==> src/core/mwc_pkg.sv <==
// constants and types of the motion watch configuration block
// Notes on behaviour
// - low four bits pick watch sample rate
// - upper three bits pick standby clock rate
// - pointer 0x0f applies, 0x02 enters watch
// - other rate codes need plain write only
// - axis event when delta exceeds threshold
// - per-axis thresholds and false-detection counts
// - count field holds events minus one
// - threshold field maps to six shadows
// - select 000 none, 001 x threshold
// - axis flags combined by and or or
// - previous mode: delta against last sample
// - baseline mode: delta against first sample
// - bit7 reference, bit6 combine, bits5:0 shadow
// - thresholds act only in watch mode
`default_nettype none
package mwc_pkg;
  // ****************
  // register offsets
  // ****************
  localparam logic [7:0] mwc_off_mode   = 8'h10;
  localparam logic [7:0] mwc_off_ptr    = 8'h11;
  localparam logic [7:0] mwc_off_rate   = 8'h12;
  localparam logic [7:0] mwc_off_thresh = 8'h13;
  localparam logic [7:0] mwc_off_sel    = 8'h14;
  localparam logic [7:0] mwc_off_pwr    = 8'h1c;
  localparam logic [7:0] mwc_off_data   = 8'h29;
  // ****************
  // values and fields
  // ****************
  localparam logic [7:0] mwc_mode_watch = 8'h02;
  localparam logic [7:0] mwc_ptr_apply  = 8'h0f;
  localparam logic [7:0] mwc_ptr_a0     = 8'h10;
  localparam logic [7:0] mwc_ptr_a1     = 8'h30;
  localparam logic [7:0] mwc_ptr_a2     = 8'h60;
  localparam logic [7:0] mwc_ptr_a3     = 8'h70;
  localparam logic [3:0] mwc_rate_fast  = 4'hf;
  localparam logic [7:0] mwc_reg_reset  = 8'h00;
  localparam int         mwc_ref_bit    = 7;
  localparam int         mwc_comb_bit   = 6;
  localparam int         mwc_pwr_lo     = 4;
  // shadow select codes
  localparam logic [2:0] mwc_sh_none    = 3'h0;
  localparam logic [2:0] mwc_sh_thx     = 3'h1;
  localparam logic [2:0] mwc_sh_cntx    = 3'h5;
  localparam int         mwc_axes       = 3;
  localparam int         mwc_sw         = 12;
  // one sample of all three axes
  typedef struct packed {
    logic signed [mwc_sw-1:0] z;
    logic signed [mwc_sw-1:0] y;
    logic signed [mwc_sw-1:0] x;
  } mwc_sample_t;
endpackage : mwc_pkg
`default_nettype wire

==> src/core/mwc_watch.sv <==
// register file and activity detection of the motion watch block
`default_nettype none
module mwc_watch
  import mwc_pkg::*;
(
  // clock and reset
  input  wire logic        clock,
  input  wire logic        rst,
  // register port
  input  wire logic        wr_en,
  input  wire logic        rd_en,
  input  wire logic [7:0]  addr,
  input  wire logic [7:0]  wdata,
  output logic      [7:0]  rdata,
  // sample stream
  input  wire logic        sample_valid,
  input  wire mwc_sample_t sample,
  // state towards the rest of the device
  output logic      [3:0]  watch_rate_select,
  output logic      [2:0]  standby_clock_rate,
  output logic      [2:0]  power_mode,
  output logic             watch_active,
  output logic             rate15_ready,
  output logic      [2:0]  axis_flag,
  output logic             watch_wakeup
);
  // ****************
  // registers
  // ****************
  logic [7:0] rate_reg;
  logic [7:0] thr_ctl;
  logic [2:0] shadow_sel;
  logic [7:0] ptr_reg;
  logic [3:0] r15_seen;
  logic [5:0] thr [mwc_axes];
  logic [5:0] cnt [mwc_axes];
  logic       entry;
  logic       comb_now;
  logic       comb_last;

  // shadow index of an axis, or -1 style miss
  function automatic logic [1:0] axis_of(input logic [2:0] s);
    axis_of = (s >= mwc_sh_cntx) ? 2'(s - mwc_sh_cntx) : 2'(s - mwc_sh_thx);
  endfunction : axis_of

  wire wr_rate = wr_en && addr == mwc_off_rate;
  wire wr_thr  = wr_en && addr == mwc_off_thresh;
  wire wr_mode = wr_en && addr == mwc_off_mode;
  wire wr_ptr  = wr_en && addr == mwc_off_ptr;
  wire sh_thr  = shadow_sel >= mwc_sh_thx && shadow_sel < 3'h4;
  wire sh_cnt  = shadow_sel >= mwc_sh_cntx;

  // rate control; bit 4 is stored as zero whatever the host sends
  always_ff @(posedge clock or posedge rst) begin
    if (rst) begin
      rate_reg <= mwc_reg_reset;
    end else if (wr_rate) begin
      rate_reg <= {wdata[7:5], 1'b0, wdata[3:0]};
    end
  end

  // threshold control, selector and power mode
  always_ff @(posedge clock or posedge rst) begin
    if (rst) begin
      thr_ctl    <= mwc_reg_reset;
      shadow_sel <= mwc_sh_none;
      power_mode <= '0;
    end else if (wr_thr) begin
      thr_ctl <= wdata;
    end else if (wr_en && addr == mwc_off_sel) begin
      shadow_sel <= wdata[2:0];
    end else if (wr_en && addr == mwc_off_pwr) begin
      power_mode <= wdata[mwc_pwr_lo+2:mwc_pwr_lo];
    end
  end

  // shadow registers behind the threshold field; select 000 and 100 hit nothing
  always_ff @(posedge clock or posedge rst) begin
    if (rst) begin
      for (int i = 0; i < mwc_axes; i++) begin
        thr[i] <= '0;
        cnt[i] <= '0;
      end
    end else if (wr_thr && sh_thr) begin
      thr[axis_of(shadow_sel)] <= wdata[5:0];
    end else if (wr_thr && sh_cnt) begin
      cnt[axis_of(shadow_sel)] <= wdata[5:0];
    end
  end

  // unlock tracking for the fastest rate: four setup writes, then apply
  always_ff @(posedge clock or posedge rst) begin
    if (rst) begin
      ptr_reg      <= '0;
      r15_seen     <= '0;
      rate15_ready <= 1'b0;
    end else begin
      if (wr_ptr) begin
        ptr_reg <= wdata;
      end
      if (wr_ptr && wdata == mwc_ptr_apply) begin
        rate15_ready <= &r15_seen;
      end
      if (wr_en && addr == mwc_off_data) begin
        if (ptr_reg == mwc_ptr_a0) r15_seen[0] <= 1'b1;
        if (ptr_reg == mwc_ptr_a1) r15_seen[1] <= 1'b1;
        if (ptr_reg == mwc_ptr_a2) r15_seen[2] <= 1'b1;
        if (ptr_reg == mwc_ptr_a3) r15_seen[3] <= 1'b1;
      end
    end
  end

  // mode: only the watch code enters watch, anything else leaves it
  always_ff @(posedge clock or posedge rst) begin
    if (rst) begin
      watch_active <= 1'b0;
      entry        <= 1'b0;
    end else begin
      entry <= wr_mode && wdata == mwc_mode_watch && !watch_active;
      if (wr_mode) begin
        watch_active <= wdata == mwc_mode_watch;
      end
    end
  end

  // rate outputs; the fastest code falls back to 0000 until unlocked
  always_comb begin
    standby_clock_rate = rate_reg[7:5];
    if (rate_reg[3:0] != mwc_rate_fast || rate15_ready) begin
      watch_rate_select = rate_reg[3:0];
    end else begin
      watch_rate_select = '0;
    end
  end

  // ****************
  // per-axis detection
  // ****************
  logic signed [mwc_sw-1:0] cur [mwc_axes];
  assign cur[0] = sample.x;
  assign cur[1] = sample.y;
  assign cur[2] = sample.z;
  logic       have_ref;
  logic [2:0] hit;

  for (genvar a = 0; a < mwc_axes; a++) begin : g_axis
    logic signed [mwc_sw-1:0] ref_s;
    logic signed [mwc_sw:0]   diff;
    logic        [mwc_sw:0]   delta;
    logic        [5:0]        events;
    assign diff  = (mwc_sw+1)'(cur[a]) - (mwc_sw+1)'(ref_s);
    assign delta = diff[mwc_sw] ? (mwc_sw+1)'(-diff) : diff;
    assign hit[a] = delta > (mwc_sw+1)'(thr[a]);

    // reference: moving in previous mode, frozen after first sample in baseline mode
    always_ff @(posedge clock or posedge rst) begin
      if (rst) begin
        ref_s <= '0;
      end else if (watch_active && sample_valid) begin
        if (!have_ref || !thr_ctl[mwc_ref_bit]) begin
          ref_s <= cur[a];
        end
      end
    end

    // false-detection count; flag holds until watch is re-entered
    always_ff @(posedge clock or posedge rst) begin
      if (rst) begin
        events      <= '0;
        axis_flag[a] <= 1'b0;
      end else if (entry) begin
        events      <= '0;
        axis_flag[a] <= 1'b0;
      end else if (watch_active && sample_valid && have_ref && hit[a]) begin
        if (events == cnt[a]) begin
          axis_flag[a] <= 1'b1;
        end else begin
          events <= events + 6'h01;
        end
      end
    end
  end

  // first sample after entry only seeds the reference
  always_ff @(posedge clock or posedge rst) begin
    if (rst) begin
      have_ref <= 1'b0;
    end else if (entry || !watch_active) begin
      have_ref <= 1'b0;
    end else if (sample_valid) begin
      have_ref <= 1'b1;
    end
  end

  // combine axes; the wakeup pulses once as the combination becomes true
  assign comb_now = thr_ctl[mwc_comb_bit] ? &axis_flag : |axis_flag;
  always_ff @(posedge clock or posedge rst) begin
    if (rst) begin
      comb_last    <= 1'b0;
      watch_wakeup <= 1'b0;
    end else begin
      comb_last    <= comb_now;
      watch_wakeup <= comb_now && !comb_last && watch_active;
    end
  end

  // read data, registered; shadow reads follow the selector
  always_ff @(posedge clock or posedge rst) begin
    if (rst) begin
      rdata <= '0;
    end else if (rd_en) begin
      if (addr == mwc_off_rate) begin
        rdata <= rate_reg;
      end else if (addr == mwc_off_thresh) begin
        rdata <= {thr_ctl[7:6], sh_thr ? thr[axis_of(shadow_sel)]
                 : sh_cnt ? cnt[axis_of(shadow_sel)] : 6'h00};
      end else if (addr == mwc_off_sel) begin
        rdata <= {5'h00, shadow_sel};
      end else if (addr == mwc_off_ptr) begin
        rdata <= ptr_reg;
      end else begin
        rdata <= '0;
      end
    end
  end

  // ****************
  // checks
  // ****************
  // register bank and unlock
  a_bit4_zero: assert property (@(posedge clock) disable iff (rst) rate_reg[4] == 1'b0)
    else $error("rate register bit 4 not zero");
  a_fast_locked: assert property (@(posedge clock) disable iff (rst)
    rate_reg[3:0] == mwc_rate_fast && !rate15_ready |-> watch_rate_select == 4'h0)
    else $error("fast rate used before unlock");
  a_plain_rate: assert property (@(posedge clock) disable iff (rst)
    wr_rate && wdata[3:0] != mwc_rate_fast |=> watch_rate_select == $past(wdata[3:0]))
    else $error("plain rate write not applied");
  a_stby_rate: assert property (@(posedge clock) disable iff (rst)
    wr_rate |=> standby_clock_rate == $past(wdata[7:5]))
    else $error("standby rate not applied");
  a_ready_apply: assert property (@(posedge clock) disable iff (rst)
    wr_ptr && wdata == mwc_ptr_apply |=> rate15_ready == $past(&r15_seen))
    else $error("apply did not follow the setup writes");
  a_mode_write: assert property (@(posedge clock) disable iff (rst)
    wr_mode |=> watch_active == ($past(wdata) == mwc_mode_watch))
    else $error("mode write not applied");
  a_ctl_write: assert property (@(posedge clock) disable iff (rst)
    wr_thr ##1 !wr_en ##1 rd_en && addr == mwc_off_thresh && !wr_en |=> rdata[7:6] == $past(wdata[7:6], 3))
    else $error("threshold control bits lost");
  a_x_thresh: assert property (@(posedge clock) disable iff (rst)
    wr_thr && shadow_sel == mwc_sh_thx |=> thr[0] == $past(wdata[5:0]))
    else $error("x threshold not written");
  a_y_thresh: assert property (@(posedge clock) disable iff (rst)
    wr_thr && shadow_sel == mwc_sh_thx + 3'h1 |=> thr[1] == $past(wdata[5:0]))
    else $error("y threshold not written");
  a_cntx_write: assert property (@(posedge clock) disable iff (rst)
    wr_thr && shadow_sel == mwc_sh_cntx |=> cnt[0] == $past(wdata[5:0]))
    else $error("x count not written");
  a_none_hold: assert property (@(posedge clock) disable iff (rst)
    wr_thr && shadow_sel == mwc_sh_none |=>
    thr[0] == $past(thr[0]) && thr[1] == $past(thr[1]) && thr[2] == $past(thr[2]))
    else $error("select none changed a threshold");
  a_sel_read: assert property (@(posedge clock) disable iff (rst)
    rd_en && addr == mwc_off_thresh && shadow_sel == mwc_sh_thx |=> rdata[5:0] == $past(thr[0]))
    else $error("shadow read not the selected one");

  // detection and wakeup; axis x stands in for y and z, which share its generated code
  a_flag_idle: assert property (@(posedge clock) disable iff (rst)
    entry |=> axis_flag == 3'h0)
    else $error("flags survive watch entry");
  a_entry_clear: assert property (@(posedge clock) disable iff (rst)
    entry |=> g_axis[0].events == 6'h00)
    else $error("event count survives watch entry");
  a_idle_hold: assert property (@(posedge clock) disable iff (rst)
    !watch_active |=> axis_flag == $past(axis_flag))
    else $error("flags moved outside watch mode");
  a_seed_only: assert property (@(posedge clock) disable iff (rst)
    sample_valid && !have_ref && !entry |=> axis_flag == $past(axis_flag))
    else $error("seed sample raised a flag");
  a_miss_hold: assert property (@(posedge clock) disable iff (rst)
    !entry && !hit[0] |=> axis_flag[0] == $past(axis_flag[0]))
    else $error("x flag moved without a hit");
  a_hit_set: assert property (@(posedge clock) disable iff (rst)
    watch_active && sample_valid && have_ref && !entry && hit[0] && g_axis[0].events == cnt[0] |=> axis_flag[0])
    else $error("x flag not raised at full count");
  a_prev_ref: assert property (@(posedge clock) disable iff (rst)
    watch_active && sample_valid && !thr_ctl[mwc_ref_bit] |=> g_axis[0].ref_s == $past(cur[0]))
    else $error("previous sample not kept as reference");
  a_base_hold: assert property (@(posedge clock) disable iff (rst)
    watch_active && sample_valid && have_ref && thr_ctl[mwc_ref_bit] |=> g_axis[0].ref_s == $past(g_axis[0].ref_s))
    else $error("baseline moved");
  a_and_mode: assert property (@(posedge clock) disable iff (rst)
    watch_wakeup && thr_ctl[mwc_comb_bit] && !$past(wr_thr) |-> $past(&axis_flag))
    else $error("and combine fired early");
  a_or_mode: assert property (@(posedge clock) disable iff (rst)
    watch_wakeup && !thr_ctl[mwc_comb_bit] && !$past(wr_thr) |-> $past(|axis_flag))
    else $error("or combine fired with no flag");
  a_wake_pulse: assert property (@(posedge clock) disable iff (rst)
    watch_wakeup |=> !watch_wakeup)
    else $error("wakeup longer than one cycle");
  a_wake_mode: assert property (@(posedge clock) disable iff (rst)
    watch_wakeup |-> $past(watch_active))
    else $error("wakeup outside watch mode");
endmodule : mwc_watch
`default_nettype wire

==> config.mk <==
export PLATFORM = sky130hd
export DESIGN_NAME = mwc_watch
export DESIGN_NICKNAME = d
export VERILOG_FILES = /design/src/core/mwc_pkg.sv /design/src/core/mwc_watch.sv
export SDC_FILE = /design/constraint.sdc
export NUM_CORES = 1
export LEC_CHECK = 0
export ABC_AREA = 1
export BUFFER_PORTS_ARGS = -buffer_cell sky130_fd_sc_hd__clkbuf_2
export CAP_MARGIN = 5
export CORE_ASPECT_RATIO = 1.25
export CORE_MARGIN = 5
export CORE_UTILIZATION = 53
export CTS_CLUSTER_DIAMETER = 60
export DETAILED_ROUTE_END_ITERATION = 6
export PLACE_DENSITY_LB_ADDON = 0.08
export RECOVER_POWER = 25
export REMOVE_ABC_BUFFERS = 1
export SETUP_SLACK_MARGIN = 0.1
export SYNTH_ARGS = -nofsm -noshare
export SYNTH_HDL_FRONTEND = slang
export SYNTH_SLANG_ARGS = --single-unit
==> constraint.sdc <==
create_clock -name clock -period 5.2 [get_ports clock]
set_input_delay 0.26 -clock clock [delete_from_list [all_inputs] [get_ports clock]]
set_output_delay 0.26 -clock clock [all_outputs]
set_load 0.005 [all_outputs]
==> metrics.csv <==
metric,value,unit
post-route-min-period,3810,ps
netSwitchingPower,757,uW
ir_drop,0.210,mV
drt_first_iter_violations,490,
gr-total-overflow,0,
layout-drive-gt1-share,12.0,%
globalRouteTotalUtil,22.7,%
pin_count,81,
clkTransAtPathRegs,60,ps
global_route_wire_length_before_repair,40.8,mm
critPathKind,reg2reg,
initial_utilization,53.5,%
drt-wirelength-per-cell,13.3,um
leakagePower,0.00607,uW
endpoint_kind,register,
core_area,18700,sq um
most_common_cell_after_layout_fill_and_taps_aside,sky130_fd_sc_hd__nand2_1,
regToRegSetupSlack,1390,ps
post_synth_inst_count,1463,
area_delta_synth_final,11.6,%
synth_sequential_area_ratio,33.5,%
hold_class,in2reg,
numClockSinks,134,
synthesis.area_per_instance,6.84,sq um
max_ffs_per_register,36,
fmax,263,MHz
synth_async_sr_flop_share,100,%
post_cts_buffers,0,
post_synth_num_cell_types,48,
cts_resized,0,
p_sw_share,29.1,%
postPlaceCellArea,10600,sq um
dominantRegCellSynth,sky130_fd_sc_hd__dfrtp_1,
floorplan.die_area,21700,sq um
finClkSkew,11.4,ps
drt_first_pass_iters,5,
cts_tree,built,
antenna_cells_inserted,0,
power_per_cell_area,233,nW/um^2
cts_htree_levels,4,
timing.max_cap.violations,1,
post-route-period-util,73.2,%
finalWeightedCongestion,0.894,
min_from,wdata[5],
top_area_cell_type_share_of_the_netlist_area,33.5,%
route.vias.total,9258,
grt_pass1_vias,8986,
critPathMaxStageDelay,390,ps
regMostFlops,g_axis.ref_s,
wirelength,23.7,mm
cts_inserted_buffers,17,
core.rowCount,56,
worst_ep_arrival_time,4170,ps
slew_violations,101,
rsz0062_at_grt,no,
die_width,133,um
final_hold_fails,0,
failed_checks,"capacitance limit, slew limit",
internal_power,1850,uW
number_of_antenna_violations_at_the_first_check_in_global_routing,0,
cp_common_cell,sky130_fd_sc_hd__nand2_1,
syn-cell-area,10000,sq um
fin_setup_tns,0,ps
max-slew-margin-rel,-160,%
timing.reg2reg.worst_path_depth,29,
netlist_top_cells_area,"sky130_fd_sc_hd__dfrtp_1 (34%), sky130_fd_sc_hd__nand2_1 (15%), sky130_fd_sc_hd__inv_1 (8.6%), sky130_fd_sc_hd__ha_1 (7.9%), sky130_fd_sc_hd__nor2_1 (5.8%)",
postSynthRegisterBits,134,
cts_root_buffer,sky130_fd_sc_hd__clkbuf_16,
fin_area,11200,sq um
die_height,164,um
regToRegStartpoint,g_axis[0].ref_s[0],
crit_path_top_delay_cell,sky130_fd_sc_hd__fa_1,
synth_top_cell_by_area,sky130_fd_sc_hd__dfrtp_1,
synth-edff-count,0,
postCtsHoldBufs,0,
nets,1659,
worst_pin_slew,3900,ps
maximum_number_of_pins_on_one_net_before_global_route_repair,101,
clockBufferDepth,2,
layout_common_cells,"sky130_fd_sc_hd__nand2_1 (388), sky130_fd_sc_hd__inv_1 (228), sky130_fd_sc_hd__nor2_1 (155), sky130_fd_sc_hd__dfrtp_1 (134), sky130_fd_sc_hd__nand3_1 (95)",
setup_viol,0,
final_antenna_net_count,0,
startpoint_type,register,
sequential_share_of_power,40.8,%
synth.yosys.warnings,0,
numPortBuffers,80,
drc,0,
maximum_fanout_count_along_the_critical_path,6,
hold-path-endpoint,ptr_reg[5],
critical_path_required,5560,ps
via_per_inst,5.20,
comb_power_share,12.6,%
post-dp-hpwl,18.1,mm
status,"complete, but fails checks",
pwr-share-clk,46.5,%
hold_depth,3,
rr_endpoint,g_axis[0].events[2],
clock_latency,430,ps
-- layout make-up --
cell class | count | area [sq um]
multi-input cells | 1059 | 5620
flip-flops and latches | 134 | 3350
well taps | 232 | 290
inverters | 242 | 908
repair buffers | 82 | 415
clock buffers | 17 | 425
clock inverters | 15 | 160
fillers | 1834 | 7540
-- layer usage --
layer | vias to the layer above | share of wire (%) | GRT usage (%)
li1 | 4850 | - | -
met3 | 40 | 3.2 | 4.04
met5 | - | 0 | 0
met4 | 0 | 2.3 | 7.14
met1 | 4225 | 43 | 26.4
met2 | 143 | 52 | 42.3
-- stage by stage --
step	util [%]	hold slack (ps)	setup WS [ps]	power (uW)	std cells
2_1_floorplan	-	377	1360	1320	1435
3_3_place_gp	56.6	380	1460	1410	1749
3_5_place_dp	56.6	390	1360	1410	1749
4_1_cts	59.7	50.4	1390	2640	1781
5_1_grt	59.7	76.3	811	2730	1781
6_report	59.7	69.3	1390	2600	1781
-- worst max path at each step --
stage | start | slack [ps] | cells after the start | end
finish | g_axis[0].ref_s[0] | 1390 | 29 | g_axis[0].events[2]
global route | rst | 810 | 2 | g_axis[2].ref_s[3]
CTS | g_axis[0].ref_s[0] | 1390 | 29 | g_axis[0].events[2]
detailed placement | sample[0] | 1360 | 31 | g_axis[0].events[2]
global placement | sample[0] | 1460 | 31 | g_axis[0].events[4]
floorplan | rst | 1360 | 1 | axis_flag[0]
-- power groups by stage --
stage,clock network [uW],registers [uW],logic [uW]
final,1210,1060,329
after global routing,1290,1060,381
after CTS,1240,1060,333
after detailed placement,0,1080,331
after global placement,0,1080,325
after floorplan,0,1080,235
-- worst max-delay path: cells and delay by family (launching register included) --
kind                     cells  cell delay, ps
AND/OR/NAND/NOR             19            1790
AO/OA/AOI/OAI                4             440
flip-flops                   1             380
buffers and inverters        2             150
adder cells (fa/ha/maj)      3             890
XOR/XNOR                     1             130
-- synth_stat cells, types with 8 or more instances --
library cell,instances
sky130_fd_sc_hd__xor2_1,25
sky130_fd_sc_hd__inv_1,228
sky130_fd_sc_hd__nor2_1,155
sky130_fd_sc_hd__nor4_1,8
sky130_fd_sc_hd__clkbuf_1,15
sky130_fd_sc_hd__o21ai_1,39
sky130_fd_sc_hd__o21ai_0,53
sky130_fd_sc_hd__nor2_2,8
sky130_fd_sc_hd__o22ai_1,13
sky130_fd_sc_hd__nand4_1,32
sky130_fd_sc_hd__nand3_1,95
sky130_fd_sc_hd__dfrtp_1,134
sky130_fd_sc_hd__nand3_2,8
sky130_fd_sc_hd__inv_2,11
sky130_fd_sc_hd__nor3_1,17
sky130_fd_sc_hd__ha_1,63
sky130_fd_sc_hd__a21oi_1,73
sky130_fd_sc_hd__nand2_2,25
sky130_fd_sc_hd__nand2_1,388
-- logic make-up after synthesis --
logic type	share of synthesized area, %
compound gates	11.6
xor+xnor	2.70
fa+ha+maj	8.48
buf+inv	10.5
flops	33.5
mux	0.300
simple gates	32.9
Power figures use the tool's default switching activity.
